$ cat src/hotplug_pkg.sv
// constants and types for the single-slot hot-plug slot controller
// Contract
// single-slot no-switch mode only when all four slot-count straps read high at reset
// while disconnected in single-slot mode, ground all bus, reset and wake signals
// ground the five slot clocks while disconnected; the feedback clock always runs
// first reconnection stage applies slot power with every bus signal still grounded
// after an interval, release slot clocks to toggle, except firmware-disabled ones
// after a further interval, drive data lines to default values; slot reset stays low
// at bus connect, pulse control lines high for one clock, then release them
// at bus connect, release the wake line and the eight interrupt pins
// after a final interval, drive slot reset continuously high
// master-abort outbound traffic to the segment while the slot is disconnected
// debounce switch inputs; accept a change only after 8 ms of stability
// any switch change before the interval ends restarts the debounce count
// on controller reset assert slot reset, remove power, turn indicators off
// initialize the segment in 33 MHz conventional mode with the slot isolated
// never drive the 66 MHz capability pin while the slot is disconnected
// deliver interrupts by message or router input 23, never both, by enable bit
// send a message interrupt only when none is already pending
// steering bit 5 turns interrupts into in-band system-control messages instead
// steering sends assert on rising interrupt edge, deassert on falling edge
// requester identifier of these messages uses primary bus number zero
// with fault detection enabled, a power fault asserts reset and disconnects the slot
// latch opening mid-sequence finishes the step, then powers down within 320 ms
// stage intervals are parameterized cycle counts
package hotplug_pkg;
	// clock and timing
	localparam int CLK_PERIOD_NS = 100;
	localparam int FB_PERIOD_NS = 800;
	localparam int DEBOUNCE_MS = 8;
	localparam int PWR_TO_CLK_US = 100000;
	localparam int CLK_TO_BUS_US = 1000;
	localparam int BUS_TO_RST_US = 1000;
	localparam int AUTO_OFF_MS = 320;
	localparam int DEBOUNCE_CYC = (DEBOUNCE_MS * 1000000 + CLK_PERIOD_NS - 1) / CLK_PERIOD_NS;
	localparam int PWR_TO_CLK_CYC = (PWR_TO_CLK_US * 1000 + CLK_PERIOD_NS - 1) / CLK_PERIOD_NS;
	localparam int CLK_TO_BUS_CYC = (CLK_TO_BUS_US * 1000 + CLK_PERIOD_NS - 1) / CLK_PERIOD_NS;
	localparam int BUS_TO_RST_CYC = (BUS_TO_RST_US * 1000 + CLK_PERIOD_NS - 1) / CLK_PERIOD_NS;
	localparam int AUTO_OFF_CYC = AUTO_OFF_MS * 1000000 / CLK_PERIOD_NS;
	localparam int FB_HALF_CYC = FB_PERIOD_NS / (2 * CLK_PERIOD_NS);
	localparam int CNT_W = 24;
	localparam logic [3:0] STRAP_SINGLE = 4'hF;
	// register offsets
	localparam logic [7:0] REG_CTRL = 8'h00;
	localparam logic [7:0] REG_STATUS = 8'h04;
	localparam logic [7:0] REG_EVENT = 8'h08;
	localparam logic [7:0] REG_MASK = 8'h0C;
	// control fields
	localparam int CTL_ENABLE = 0;
	localparam int CTL_FAULT_EN = 1;
	localparam int CTL_MSI_EN = 2;
	localparam int CTL_ATTN = 3;
	localparam int CTL_STEER = 5;
	localparam int CTL_CLKDIS_LSB = 8;
	localparam int CTL_MODE_LSB = 16;
	localparam logic [31:0] CTRL_RESET = 32'h0000_0000;
	localparam logic [31:0] CTRL_RW_MASK = 32'h0003_1F2F;
	localparam logic [1:0] MODE_33_CONV = 2'h0;
	// event bits
	localparam int EVT_SWITCH = 0;
	localparam int EVT_FAULT = 1;
	localparam int EVT_ON = 2;
	localparam int EVT_LATCH = 3;
	localparam int NUM_EVT = 4;
	localparam logic [3:0] MASK_RESET = 4'h0;
	// status fields
	localparam int STS_STATE_LSB = 0;
	localparam int STS_SW_LSB = 4;
	localparam int STS_FAULT = 8;
	localparam int STS_SPEED_SENSE = 9;
	localparam int STS_SPEED_CAP = 10;
	localparam int STS_PME = 11;
	localparam int STS_SINGLE = 12;
	localparam int STS_HP_EN = 13;
	localparam int STS_PENDING = 14;
	// message identity
	localparam logic [7:0] PRIMARY_BUS = 8'h00;
	localparam logic [7:0] BRIDGE_DEVFN = 8'h00;

	typedef enum logic [2:0] {ST_OFF, ST_POWER, ST_CLOCK, ST_BUS, ST_ON, ST_FAULT} slot_state_t;
	typedef enum logic [1:0] {PH_GROUND, PH_WAIT, PH_HIGH, PH_FREE} ctl_phase_t;
	typedef struct packed {
		logic [63:0] ad;
		logic [7:0] cbe_n;
		logic par;
		logic par64;
		logic req64_n;
		logic ack64_n;
	} data_pins_t;
	typedef struct packed {
		logic frame_n;
		logic irdy_n;
		logic trdy_n;
		logic stop_n;
		logic devsel_n;
		logic lock_n;
		logic [3:0] gnt_n;
		logic [3:0] req_n;
		logic perr_n;
		logic serr_n;
	} ctl_pins_t;
	typedef struct packed {
		logic latch_n;
		logic button_n;
		logic [1:0] present_n;
	} switch_t;
	typedef struct packed {
		logic assert_gpe;
		logic [15:0] requester_id;
	} gpe_msg_t;
	localparam data_pins_t DATA_PARK = '{ad: 64'h0, cbe_n: 8'h00, par: 1'b0, par64: 1'b0,
		req64_n: 1'b1, ack64_n: 1'b1};
endpackage

$ cat src/single_slot_hotplug_control.sv
// single-slot hot-plug sequencer, pin control and interrupt delivery
//
// Our own choices: the strobed register port and the register addresses.
`timescale 1ns/1ps
module single_slot_hotplug_control #(
	parameter int DEBOUNCE_CYC = hotplug_pkg::DEBOUNCE_CYC,
	parameter int PWR_CLK_CYC = hotplug_pkg::PWR_TO_CLK_CYC,
	parameter int CLK_BUS_CYC = hotplug_pkg::CLK_TO_BUS_CYC,
	parameter int BUS_RST_CYC = hotplug_pkg::BUS_TO_RST_CYC,
	parameter int FB_HALF_CYC = hotplug_pkg::FB_HALF_CYC
) (
	input wire logic sys_clk,
	input wire logic rst_n,
	input wire logic [7:0] reg_addr,
	input wire logic [31:0] reg_wdata,
	input wire logic reg_write,
	input wire logic reg_read,
	output logic [31:0] reg_rdata,
	input wire logic [3:0] slot_count_strap,
	input wire logic feedback_clock_in,
	output logic feedback_clock_out,
	output logic [4:0] slot_clock_out,
	input wire hotplug_pkg::switch_t slot_switch_n,
	input wire logic slot_power_fault_n,
	input wire logic slot_speed_sense,
	output logic slot_power_enable,
	output logic slot_reset_out_n,
	output logic power_indicator_n,
	output logic attention_indicator_n,
	output hotplug_pkg::data_pins_t data_out,
	output hotplug_pkg::data_pins_t data_oe,
	output hotplug_pkg::ctl_pins_t ctl_out,
	output hotplug_pkg::ctl_pins_t ctl_oe,
	input wire logic pme_in,
	output logic pme_out,
	output logic pme_oe,
	input wire logic [7:0] external_irq_in,
	output logic [7:0] external_irq_out,
	output logic [7:0] external_irq_oe,
	input wire logic slot_speed_capable_in,
	output logic slot_speed_capable_out,
	output logic slot_speed_capable_oe,
	output logic master_abort_outbound,
	output logic [1:0] bus_mode,
	output logic router_irq23,
	output logic msi_req,
	output logic sci_forward_message,
	output hotplug_pkg::gpe_msg_t gpe_msg
);
	localparam int CW = hotplug_pkg::CNT_W;

	// refuse counts the counters cannot hold or that break the power-down bound
	if (DEBOUNCE_CYC < 1 || PWR_CLK_CYC < 1 || CLK_BUS_CYC < 1 || BUS_RST_CYC < 1 ||
		DEBOUNCE_CYC >= 2**CW || PWR_CLK_CYC >= 2**CW || CLK_BUS_CYC >= 2**CW ||
		BUS_RST_CYC >= 2**CW || FB_HALF_CYC < 1 || FB_HALF_CYC > 255 ||
		PWR_CLK_CYC + CLK_BUS_CYC + BUS_RST_CYC >= hotplug_pkg::AUTO_OFF_CYC) begin : g_bad_params
		$error("hot-plug controller parameters out of range");
	end

	// two-flop synchronisers for everything arriving from pins
	logic [8:0] sync_meta;
	logic [8:0] sync_q;
	always_ff @(posedge sys_clk) begin
		if (!rst_n) begin
			// idle pin levels: link clock low to match fb_prev, fault and wake inactive
			sync_meta <= 9'h0F9;
			sync_q <= 9'h0F9;
		end else begin
			sync_meta <= {feedback_clock_in, slot_switch_n, slot_power_fault_n, slot_speed_sense,
				slot_speed_capable_in, pme_in};
			sync_q <= sync_meta;
		end
	end
	logic fb_s;
	hotplug_pkg::switch_t sw_s;
	logic fault_n_s;
	assign fb_s = sync_q[8];
	assign sw_s = sync_q[7:4];
	assign fault_n_s = sync_q[3];

	// strap capture once the synchroniser holds a clean sample
	logic [3:0] strap_meta;
	logic [3:0] strap_s;
	logic [1:0] strap_wait;
	logic single_mode;
	logic hp_enabled;
	always_ff @(posedge sys_clk) begin
		if (!rst_n) begin
			strap_meta <= 4'h0;
			strap_s <= 4'h0;
		end else begin
			strap_meta <= slot_count_strap;
			strap_s <= strap_meta;
		end
	end
	always_ff @(posedge sys_clk) begin
		if (!rst_n) begin
			strap_wait <= 2'h0;
			single_mode <= 1'b0;
			hp_enabled <= 1'b0;
		end else if (strap_wait != 2'h3) begin
			strap_wait <= strap_wait + 2'h1;
			if (strap_wait == 2'h2) begin
				single_mode <= (strap_s == hotplug_pkg::STRAP_SINGLE);
				hp_enabled <= strap_s[3];
			end
		end
	end

	// switch debounce: any wiggle restarts the count
	hotplug_pkg::switch_t sw_prev;
	hotplug_pkg::switch_t sw_stable;
	hotplug_pkg::switch_t sw_stable_d;
	logic [CW-1:0] deb_cnt;
	always_ff @(posedge sys_clk) begin
		if (!rst_n) begin
			sw_prev <= 4'hF;
			sw_stable <= 4'hF;
			sw_stable_d <= 4'hF;
			deb_cnt <= '0;
		end else begin
			sw_prev <= sw_s;
			sw_stable_d <= sw_stable;
			if (sw_s != sw_prev) begin
				deb_cnt <= '0;
			end else if (deb_cnt == CW'(DEBOUNCE_CYC - 1)) begin
				sw_stable <= sw_prev;
			end else begin
				deb_cnt <= deb_cnt + 1'b1;
			end
		end
	end
	logic latch_open;
	logic card_present;
	assign latch_open = sw_stable.latch_n;
	assign card_present = (sw_stable.present_n != 2'b11);

	// software registers
	logic [31:0] ctrl;
	logic [3:0] mask;
	logic [3:0] events;
	logic auto_off;
	logic wr_ctrl;
	assign wr_ctrl = reg_write && (reg_addr == hotplug_pkg::REG_CTRL);
	always_ff @(posedge sys_clk) begin
		if (!rst_n) begin
			ctrl <= hotplug_pkg::CTRL_RESET;
			mask <= hotplug_pkg::MASK_RESET;
		end else begin
			if (wr_ctrl) begin
				ctrl <= reg_wdata & hotplug_pkg::CTRL_RW_MASK;
			end
			// hardware power-down drops the request so the slot stays off
			if (auto_off) begin
				ctrl[hotplug_pkg::CTL_ENABLE] <= 1'b0;
			end
			if (reg_write && reg_addr == hotplug_pkg::REG_MASK) begin
				mask <= reg_wdata[3:0];
			end
		end
	end
	logic enable;
	logic fault_hit;
	logic steer;
	logic msi_en;
	assign enable = ctrl[hotplug_pkg::CTL_ENABLE];
	assign steer = ctrl[hotplug_pkg::CTL_STEER];
	assign msi_en = ctrl[hotplug_pkg::CTL_MSI_EN];
	assign fault_hit = ctrl[hotplug_pkg::CTL_FAULT_EN] && !fault_n_s;
	assign bus_mode = ctrl[hotplug_pkg::CTL_MODE_LSB +: 2];

	// connection sequencer: power, clock, bus, reset release
	hotplug_pkg::slot_state_t state;
	hotplug_pkg::slot_state_t state_d;
	logic [CW-1:0] seq_cnt;
	logic latch_seen;
	logic connected;
	logic clocks_on;
	assign connected = (state == hotplug_pkg::ST_BUS) || (state == hotplug_pkg::ST_ON);
	assign clocks_on = connected || (state == hotplug_pkg::ST_CLOCK);
	assign auto_off = (state == hotplug_pkg::ST_ON) && (latch_seen || latch_open);
	always_ff @(posedge sys_clk) begin
		if (!rst_n) begin
			state <= hotplug_pkg::ST_OFF;
			state_d <= hotplug_pkg::ST_OFF;
			seq_cnt <= '0;
		end else begin
			state_d <= state;
			seq_cnt <= seq_cnt + 1'b1;
			case (state)
				hotplug_pkg::ST_OFF: begin
					seq_cnt <= '0;
					if (single_mode && enable && !latch_open && card_present) begin
						state <= hotplug_pkg::ST_POWER;
					end
				end
				hotplug_pkg::ST_POWER: begin
					if (seq_cnt == CW'(PWR_CLK_CYC - 1)) begin
						state <= hotplug_pkg::ST_CLOCK;
						seq_cnt <= '0;
					end
				end
				hotplug_pkg::ST_CLOCK: begin
					if (seq_cnt == CW'(CLK_BUS_CYC - 1)) begin
						state <= hotplug_pkg::ST_BUS;
						seq_cnt <= '0;
					end
				end
				hotplug_pkg::ST_BUS: begin
					if (seq_cnt == CW'(BUS_RST_CYC - 1)) begin
						state <= hotplug_pkg::ST_ON;
					end
				end
				hotplug_pkg::ST_ON: begin
					if (auto_off) begin
						state <= hotplug_pkg::ST_OFF;
					end
				end
				default: begin
					// fault holds the slot isolated until software drops the request
					if (!enable) begin
						state <= hotplug_pkg::ST_OFF;
					end
				end
			endcase
			if (fault_hit && state != hotplug_pkg::ST_OFF && state != hotplug_pkg::ST_FAULT) begin
				state <= hotplug_pkg::ST_FAULT;
			end else if (!enable && state != hotplug_pkg::ST_FAULT) begin
				state <= hotplug_pkg::ST_OFF;
			end
		end
	end

	// remember a latch opening seen while a step is in progress
	always_ff @(posedge sys_clk) begin
		if (!rst_n || state == hotplug_pkg::ST_OFF) begin
			latch_seen <= 1'b0;
		end else if (latch_open) begin
			latch_seen <= 1'b1;
		end
	end

	// slot pins, registered so the board sees clean levels
	logic grounded;
	assign grounded = single_mode && !connected;
	always_ff @(posedge sys_clk) begin
		if (!rst_n) begin
			slot_power_enable <= 1'b0;
			slot_reset_out_n <= 1'b0;
			power_indicator_n <= 1'b1;
			attention_indicator_n <= 1'b1;
			data_out <= '0;
			data_oe <= '0;
			pme_oe <= 1'b0;
			external_irq_oe <= 8'h00;
			master_abort_outbound <= 1'b0;
		end else begin
			// power stays on through a fault: only software removes it
			slot_power_enable <= (state != hotplug_pkg::ST_OFF);
			slot_reset_out_n <= (state == hotplug_pkg::ST_ON);
			power_indicator_n <= (state != hotplug_pkg::ST_ON);
			attention_indicator_n <= !ctrl[hotplug_pkg::CTL_ATTN];
			data_oe <= {$bits(hotplug_pkg::data_pins_t){single_mode}};
			data_out <= connected ? hotplug_pkg::DATA_PARK : '0;
			pme_oe <= grounded;
			external_irq_oe <= {8{grounded}};
			master_abort_outbound <= grounded;
		end
	end
	assign pme_out = 1'b0;
	assign external_irq_out = 8'h00;
	// capability pin is only ever sensed, so the card can pull it while powered
	assign slot_speed_capable_out = 1'b0;
	assign slot_speed_capable_oe = 1'b0;

	// control lines: grounded, then high for one link clock, then released
	hotplug_pkg::ctl_phase_t ctl_phase;
	logic fb_prev;
	logic fb_rise;
	assign fb_rise = fb_s && !fb_prev;
	always_ff @(posedge sys_clk) begin
		if (!rst_n) begin
			fb_prev <= 1'b0;
			ctl_phase <= hotplug_pkg::PH_GROUND;
		end else begin
			fb_prev <= fb_s;
			if (!connected) begin
				ctl_phase <= hotplug_pkg::PH_GROUND;
			end else begin
				case (ctl_phase)
					hotplug_pkg::PH_GROUND: ctl_phase <= hotplug_pkg::PH_WAIT;
					hotplug_pkg::PH_WAIT: if (fb_rise) ctl_phase <= hotplug_pkg::PH_HIGH;
					hotplug_pkg::PH_HIGH: if (fb_rise) ctl_phase <= hotplug_pkg::PH_FREE;
					default: ctl_phase <= hotplug_pkg::PH_FREE;
				endcase
			end
		end
	end
	assign ctl_oe = {$bits(hotplug_pkg::ctl_pins_t){single_mode && ctl_phase != hotplug_pkg::PH_FREE}};
	assign ctl_out = {$bits(hotplug_pkg::ctl_pins_t){ctl_phase == hotplug_pkg::PH_HIGH}};

	// slot clocks follow the link clock from the clock stage on; feedback clock never stops
	logic [7:0] fb_div;
	always_ff @(posedge sys_clk) begin
		if (!rst_n) begin
			slot_clock_out <= 5'h00;
			fb_div <= 8'h00;
			feedback_clock_out <= 1'b0;
		end else begin
			slot_clock_out <= clocks_on ? ({5{fb_s}} & ~ctrl[hotplug_pkg::CTL_CLKDIS_LSB +: 5]) : 5'h00;
			if (fb_div == 8'(FB_HALF_CYC - 1)) begin
				fb_div <= 8'h00;
				feedback_clock_out <= !feedback_clock_out;
			end else begin
				fb_div <= fb_div + 8'h01;
			end
		end
	end

	// sticky events; a set in the clearing cycle survives
	logic [3:0] evt_set;
	logic [3:0] evt_clr;
	logic ctrl_irq;
	logic irq_d;
	always_comb begin
		evt_set = 4'h0;
		evt_set[hotplug_pkg::EVT_SWITCH] = (sw_stable != sw_stable_d);
		evt_set[hotplug_pkg::EVT_FAULT] = (state == hotplug_pkg::ST_FAULT) && (state_d != hotplug_pkg::ST_FAULT);
		evt_set[hotplug_pkg::EVT_ON] = (state == hotplug_pkg::ST_ON) && (state_d != hotplug_pkg::ST_ON);
		evt_set[hotplug_pkg::EVT_LATCH] = auto_off;
		evt_clr = (reg_write && reg_addr == hotplug_pkg::REG_EVENT) ? reg_wdata[3:0] : 4'h0;
	end
	always_ff @(posedge sys_clk) begin
		if (!rst_n) begin
			events <= 4'h0;
		end else begin
			events <= (events & ~evt_clr) | evt_set;
		end
	end
	assign ctrl_irq = |(events & mask);

	// delivery: steering message, else message interrupt, else router input 23
	always_ff @(posedge sys_clk) begin
		if (!rst_n) begin
			irq_d <= 1'b0;
			msi_req <= 1'b0;
			router_irq23 <= 1'b0;
			sci_forward_message <= 1'b0;
			gpe_msg <= '0;
		end else begin
			irq_d <= ctrl_irq;
			msi_req <= !steer && msi_en && ctrl_irq && !irq_d;
			router_irq23 <= !steer && !msi_en && ctrl_irq;
			sci_forward_message <= steer && (ctrl_irq != irq_d);
			gpe_msg.assert_gpe <= ctrl_irq;
			gpe_msg.requester_id <= {hotplug_pkg::PRIMARY_BUS, hotplug_pkg::BRIDGE_DEVFN};
		end
	end

	// register read port: data valid the cycle after the strobe only
	logic [31:0] status;
	always_comb begin
		status = 32'h0000_0000;
		status[hotplug_pkg::STS_STATE_LSB +: 3] = state;
		status[hotplug_pkg::STS_SW_LSB +: 4] = sw_stable;
		status[hotplug_pkg::STS_FAULT] = !fault_n_s;
		status[hotplug_pkg::STS_SPEED_SENSE] = sync_q[2];
		status[hotplug_pkg::STS_SPEED_CAP] = sync_q[1];
		status[hotplug_pkg::STS_PME] = sync_q[0];
		status[hotplug_pkg::STS_SINGLE] = single_mode;
		status[hotplug_pkg::STS_HP_EN] = hp_enabled;
		status[hotplug_pkg::STS_PENDING] = irq_d;
	end
	always_ff @(posedge sys_clk) begin
		if (!rst_n || !reg_read) begin
			reg_rdata <= 32'h0000_0000;
		end else if (reg_addr == hotplug_pkg::REG_CTRL) begin
			reg_rdata <= ctrl;
		end else if (reg_addr == hotplug_pkg::REG_STATUS) begin
			reg_rdata <= status;
		end else if (reg_addr == hotplug_pkg::REG_EVENT) begin
			reg_rdata <= {28'h0000000, events};
		end else if (reg_addr == hotplug_pkg::REG_MASK) begin
			reg_rdata <= {28'h0000000, mask};
		end else begin
			reg_rdata <= 32'h0000_0000;
		end
	end
endmodule

$ cat config.mk
export PLATFORM = sky130hd
export DESIGN_NAME = single_slot_hotplug_control
export DESIGN_NICKNAME = d
export VERILOG_FILES = /design/src/hotplug_pkg.sv /design/src/single_slot_hotplug_control.sv
export SDC_FILE = /design/constraint.sdc
export NUM_CORES = 1
export LEC_CHECK = 0
export BUFFER_PORTS_ARGS = -buffer_cell sky130_fd_sc_hd__buf_4
export CAP_MARGIN = 10
export CORE_UTILIZATION = 44
export CTS_CLUSTER_DIAMETER = 120
export DETAILED_ROUTE_END_ITERATION = 10
export PLACE_DENSITY = 0.74
export SETUP_SLACK_MARGIN = 0.15
export SYNTH_ARGS = -nofsm -noshare
export SYNTH_HDL_FRONTEND = slang
export SYNTH_SLANG_ARGS = --single-unit
export TNS_END_PERCENT = 50
$ cat constraint.sdc
create_clock -name sys_clk -period 2.1 [get_ports sys_clk]
set_clock_uncertainty 0.05 [all_clocks]
set_input_delay 0.42 -clock sys_clk [delete_from_list [all_inputs] [get_ports sys_clk]]
set_output_delay 0.42 -clock sys_clk [all_outputs]
set_load 0.05 [all_outputs]
## After elaboration in Yosys (flattened, before gate mapping)

Cells that the tools add are included.

| word-level totals | value |
|---|---|
| output and inout bits | 269 |
| input bits | 65 |
| word-level logic and storage cells | 184 |
| bits in registers | 271 |

| operators by class | value |
|---|---|
| reduce and logical (&&, ||, !) cells | 57 |
| $add $sub $neg | 4 |
| bitwise gates (word level) | 8 |
| eq/ne operators | 40 |
| multiplexer cells | 21 |

Operators by type and width:

| kind | number |
|---|---|
| $pmux W24 S3 | 1 |
| $add A24 B1 Y24 const B | 2 |
| $mux W24 | 2 |
| $eq A24 B14 Y1 const B | 1 |
| $eq A24 B17 Y1 const B | 1 |
| $eq A24 B20 Y1 const B | 1 |
| $mux W3 | 8 |
| $logic_and A1 B1 Y1 | 22 |
| $mux W18 | 1 |
| $eq A8 B4 Y1 const B | 2 |
| $mux W15 | 1 |
| $pmux W3 S5 | 1 |
| $ne A2 B2 Y1 const B | 7 |
| $logic_not A1 Y1 | 12 |
| $mux W4 | 3 |
| $ne A3 B3 Y1 const B | 4 |
| $ne A4 B4 Y1 const B | 3 |
| $reduce_and A6 Y1 | 2 |
| $reduce_and A2 Y1 | 5 |
| $add A8 B1 Y8 const B | 1 |
| $and A4 B4 Y4 | 2 |
| $eq A8 B2 Y1 const B | 1 |
| $eq A8 B3 Y1 const B | 1 |
| $logic_not A8 Y1 | 1 |
| 27 further kinds | 45 |

## Depth between registers and ports, before layout

| logic depth | value |
|---|---|
| word-level depth | 7 |
| mapped depth | 9 |
| depth with buffers taken out | 7 |

## Least setup slack after synthesis

OpenSTA, ideal clock, no wires.

| path | value |
|---|---|
| path kind | register to output |
| from | register single_mode |
| to | output ctl_oe[10] (netlist bit) |
| data arrival time | 2761 ps |
| path slack | -1131 ps |
| cell stages (with the launch flop) | 3 |
| required time | 1630 ps |
| path buffers | 1 |
| cell sequence | dfxtp_1 -> a21boi_0 -> buf_4 |

RTL lines:

| item | line | text |
|---|---|---|
| from (decl) | single_slot_hotplug_control.sv:85 | `logic single_mode;` |
| from (signal assigned) | single_slot_hotplug_control.sv:104 | `single_mode <= (strap_s == hotplug_pkg::STRAP_SINGLE);` |
| to (decl) | single_slot_hotplug_control.sv:33 | `output hotplug_pkg::ctl_pins_t ctl_oe,` |

## Worst setup path after layout

| path | value |
|---|---|
| from | register seq_cnt[18] |
| to | register seq_cnt[10] |

| on the way | value |
|---|---|
| longest elaborated chain between the ends | 3 |
| elaborated cells between the ends (all ways) | 5 |

RTL lines:

| item | line | text |
|---|---|---|
| from (decl) | single_slot_hotplug_control.sv:175 | `logic [CW-1:0] seq_cnt;` |
| from (signal assigned) | single_slot_hotplug_control.sv:189 | `seq_cnt <= seq_cnt + 1'b1;` |
| $eq A24 B14 Y1 / $eq A24 B20 Y1 (equally long branches) | single_slot_hotplug_control.sv:204, single_slot_hotplug_control.sv:198 |  |
| $mux W24, on equally long branches | single_slot_hotplug_control.sv:204, single_slot_hotplug_control.sv:198 |  |
| $pmux W24 S3 (*) | single_slot_hotplug_control.sv:190 | `case (state)` |

Mark *: on every way between the ends. The rest lies on a longest branch, timed or not.
A chain may end at the register's enable or synchronous reset.

==> flow_metrics.py <==
metrics = {
    "critical_path": {
        "path_buf_inv": 1,
        "startpoint": "seq_cnt[18]$_SDFF_PN0_",
        "worstPathArrival_ps": 2220,
        "cpPeakStageDelay_ps": 540,
        "cp_max_fo": 24,
        "crit_type": "reg2reg",
        "required_ps": 2370,
        "critPathTopFamily": "simple AND/OR/NAND/NOR gates",
        "r2r_slack_ps": 150,
        "cp_cell_sequence": "or4_4, nor4_4, nor2_2, o311ai_4, buf_12, nor2_1",
        "cp-end-kind": "flop",
        "cp_slowest_cell": "or4_4",
        "rr_worst_depth": 6,
        "reg2reg_from": "seq_cnt[18]$_SDFF_PN0_",
        "rr_endpoint": "seq_cnt[10]$_SDFF_PN0_",
        "start_kind": "flop",
    },
    "clocking": {
        "clock-root-buffer": "clkbuf_16",
        "htreeDepth": 4,
        "numCtsBuffers": 17,
        "clockBufferDepth": 2,
        "cts_tree": "built",
        "cts_hold_buffers": 0,
        "clk_latency_ps": 430,
        "clkSinkCount": 162,
        "cts.clk_slew.worst_paths_ps": 60,
    },
    "die": {
        "ioPinCount": 334,
        "fp.dieH_um": 137,
        "die_w_um": 137,
        "start_util_pct": 44.8,
        "core.rowCount": 49,
        "die_area_um2": 18800,
        "core-area_um2": 18000,
    },
    "synthesis": {
        "syn_area_um2": 8050,
        "synth.area.top_cells": "dfxtp_1, buf_4, nor2_1",
        "ys.flop_type": "dfxtp_1",
        "synthAdderAreaFrac_pct": 0.777,
        "yosysUniqueCellTypes": 58,
        "synth_edf_count": 0,
        "synth_mux_area_share_pct": 4.13,
        "synth_xor_area_share_pct": 6.53,
        "ys.warnings.count": 0,
        "avgSynthCellArea_um2": 9.02,
        "ys_ff_latch": 162,
        "syn-instance-count": 892,
        "synth_seq_area_share_pct": 40.3,
        "async_flop_share_pct": 0,
        "synth_compound_area_share_pct": 3.53,
        "synth_most_common_cell": "buf_4",
        "synthTopCellsByCount": "buf_4, dfxtp_1, nor2_1, nand2_1, mux2i_1",
        "synth-simple-area-share_pct": 20.7,
        "yosysTopAreaCell": "dfxtp_1",
        "synth_top_family_by_area": "buffers and inverters",
        "synth_top_area_share_pct": 40.3,
    },
    "sta": {
        "hold_viol": 0,
        "fin_ws_ps": 150,
        "max_freq_ghz": 0.513,
        "slew_viol_final": 0,
        "post-route-min-period_ps": 1950,
        "rsz0062_at_grt": "true",
        "setup_viol": 0,
        "period_share_pct": 92.9,
    },
    "global_routing": {
        "grt_pass1_vias": 4729,
        "groute.usage.overall_pct": 16.2,
        "grt_pass1_wl_um": 23500,
        "antenna_found_initial": 1,
        "grt_max_degree": 77,
        "grt-ovfl-total": 0,
    },
    "pwr": {
        "p_per_area_nw_per_um2": 761,
        "power_mw": 7.13,
        "irDropWorstVdd_mv": 0.627,
        "power.leakage_nw": 4.16,
    },
    "route": {
        "via_per_inst": 4.49,
        "dr.first_iter.drc_count": 241,
        "wl_um": 15700,
        "drt_pass1_iterations": 4,
        "wl_per_cell_um": 12.7,
        "vias": 5529,
        "drcViolationCount": 0,
        "ant_nets": 0,
    },
    "run_status": {
        "run_status": "finished, final reports clean",
    },
    "placement": {
        "dp_hpwl_um": 11100,
        "io_buffers": 189,
        "dpl_worst_slack_ps": 74.3,
        "place.gp.congestion": 0.825,
    },
    "min_path": {
        "hold_path_class": "in2reg",
        "hold_end": "sync_meta[7]$_SDFF_PN1_",
        "hold_depth": 2,
        "holdCritStartpoint": "slot_switch_n[3]",
    },
    "layout": {
        "fill_cells": 1591,
        "layout-drive-gt1-share_pct": 30.3,
        "area_growth_syn_to_layout_pct": 16.3,
        "postLayoutCoreUtil_pct": 52.1,
        "final_nets": 1060,
    },
    "job": {
        "maxCapViolCount": 0,
    },
}
==> cells in the final DEF (no fill, tap or decap), types with 8 or more instances in the layout <==
cell type	instances
a21oi_1	12
buf_4	218
nor2_1	104
nor2_2	12
and2_1	18
xnor2_1	30
xor2_1	30
nand3_1	23
inv_1	9
and3_1	17
nand4_1	12
conb_1	116
nor2b_1	9
o21ai_0	8
mux2i_1	31
nand2_1	47
nor3_1	11
dfxtp_1	153
clkbuf_16	17
nand2b_1	26
==> report_power, final <==
group,switching (mW),internal [mW]
combinational,0.573,0.114
clock,1.29,2.01
sequential,0.0285,3.12
==> worst max path at each step <==
| stage | to | cells after the start | slack (ps) |
|---|---|---|---|
| floorplan | ctl_out[10] | 2 | -340 |
| global placement | seq_cnt[23]$_SDFF_PN0_ | 6 | 120 |
| detailed placement | seq_cnt[23]$_SDFF_PN0_ | 7 | 70 |
| CTS | seq_cnt[10]$_SDFF_PN0_ | 6 | 80 |
| global route | seq_cnt[13]$_SDFF_PN0_ | 7 | 50 |
| finish | seq_cnt[10]$_SDFF_PN0_ | 6 | 150 |
==> sequential cells by signal, indices dropped and copies added (netlist names), 4 cells and up <==
register	count
sync_q	9
mask	4
fb_div	8
strap_s	4
slot_clock_out	5
deb_cnt	24
ctrl	12
sw_prev	4
strap_meta	4
seq_cnt	24
sync_meta	9
reg_rdata	17
sw_stable_d	4
events	4
==> kinds of logic after synthesis <==
kind of cell / count (synthesis)
buffers and inverters: 269
XOR/XNOR: 60
other: 1
multiplexers: 32
adder cells (fa/ha/maj): 5
AO/OA/AOI/OAI: 42
flip-flops: 162
AND/OR/NAND/NOR: 321
==> metrics by stage <==
step	setup TNS [ps]	hold WS (ps)	cells	cell area (um2)
after floorplan	-5090	320	1007	8490
after global placement	0	340	1194	8540
after detailed placement	0	347	1194	8540
after CTS	0	114	1227	9220
after global routing	0	114	1232	9360
final	0	122	1232	9360
==> repair_timing <==
| item | CTS | global route |
|---|---|---|
| pin swaps | 2 | 10 |
| gates cloned | 0 | 1 |
| endpoints found under the hold margin | 0 | 0 |
| setup buffers | 2 | 3 |
| setup endpoints to repair | 51 | 64 |
| resized for setup | 10 | 21 |
==> area by class of cell <==
type	count	area (um2)	area share, %
Antenna cell	1	2.50	0.0267
Clock buffer	18	429	4.58
Clock inverter	13	198	2.11
Inverter	10	37.5	0.401
Multi-Input combinational cell	576	3430	36.6
Sequential cell	162	3260	34.8
Tap cell	229	287	3.06
Timing Repair Buffer	223	1720	18.4
==> metal layers <==
metal / vias up / GRT usage [%] / routed length, um
met5: - / 0 / 0
met4: 0 / 7.57 / 395
met3: 23 / 3.57 / 879
met2: 191 / 28.3 / 8070
met1: 2561 / 18.8 / 6330
li1: 2754 / - / -
Note: power is estimated with default switching activity, not from simulation.
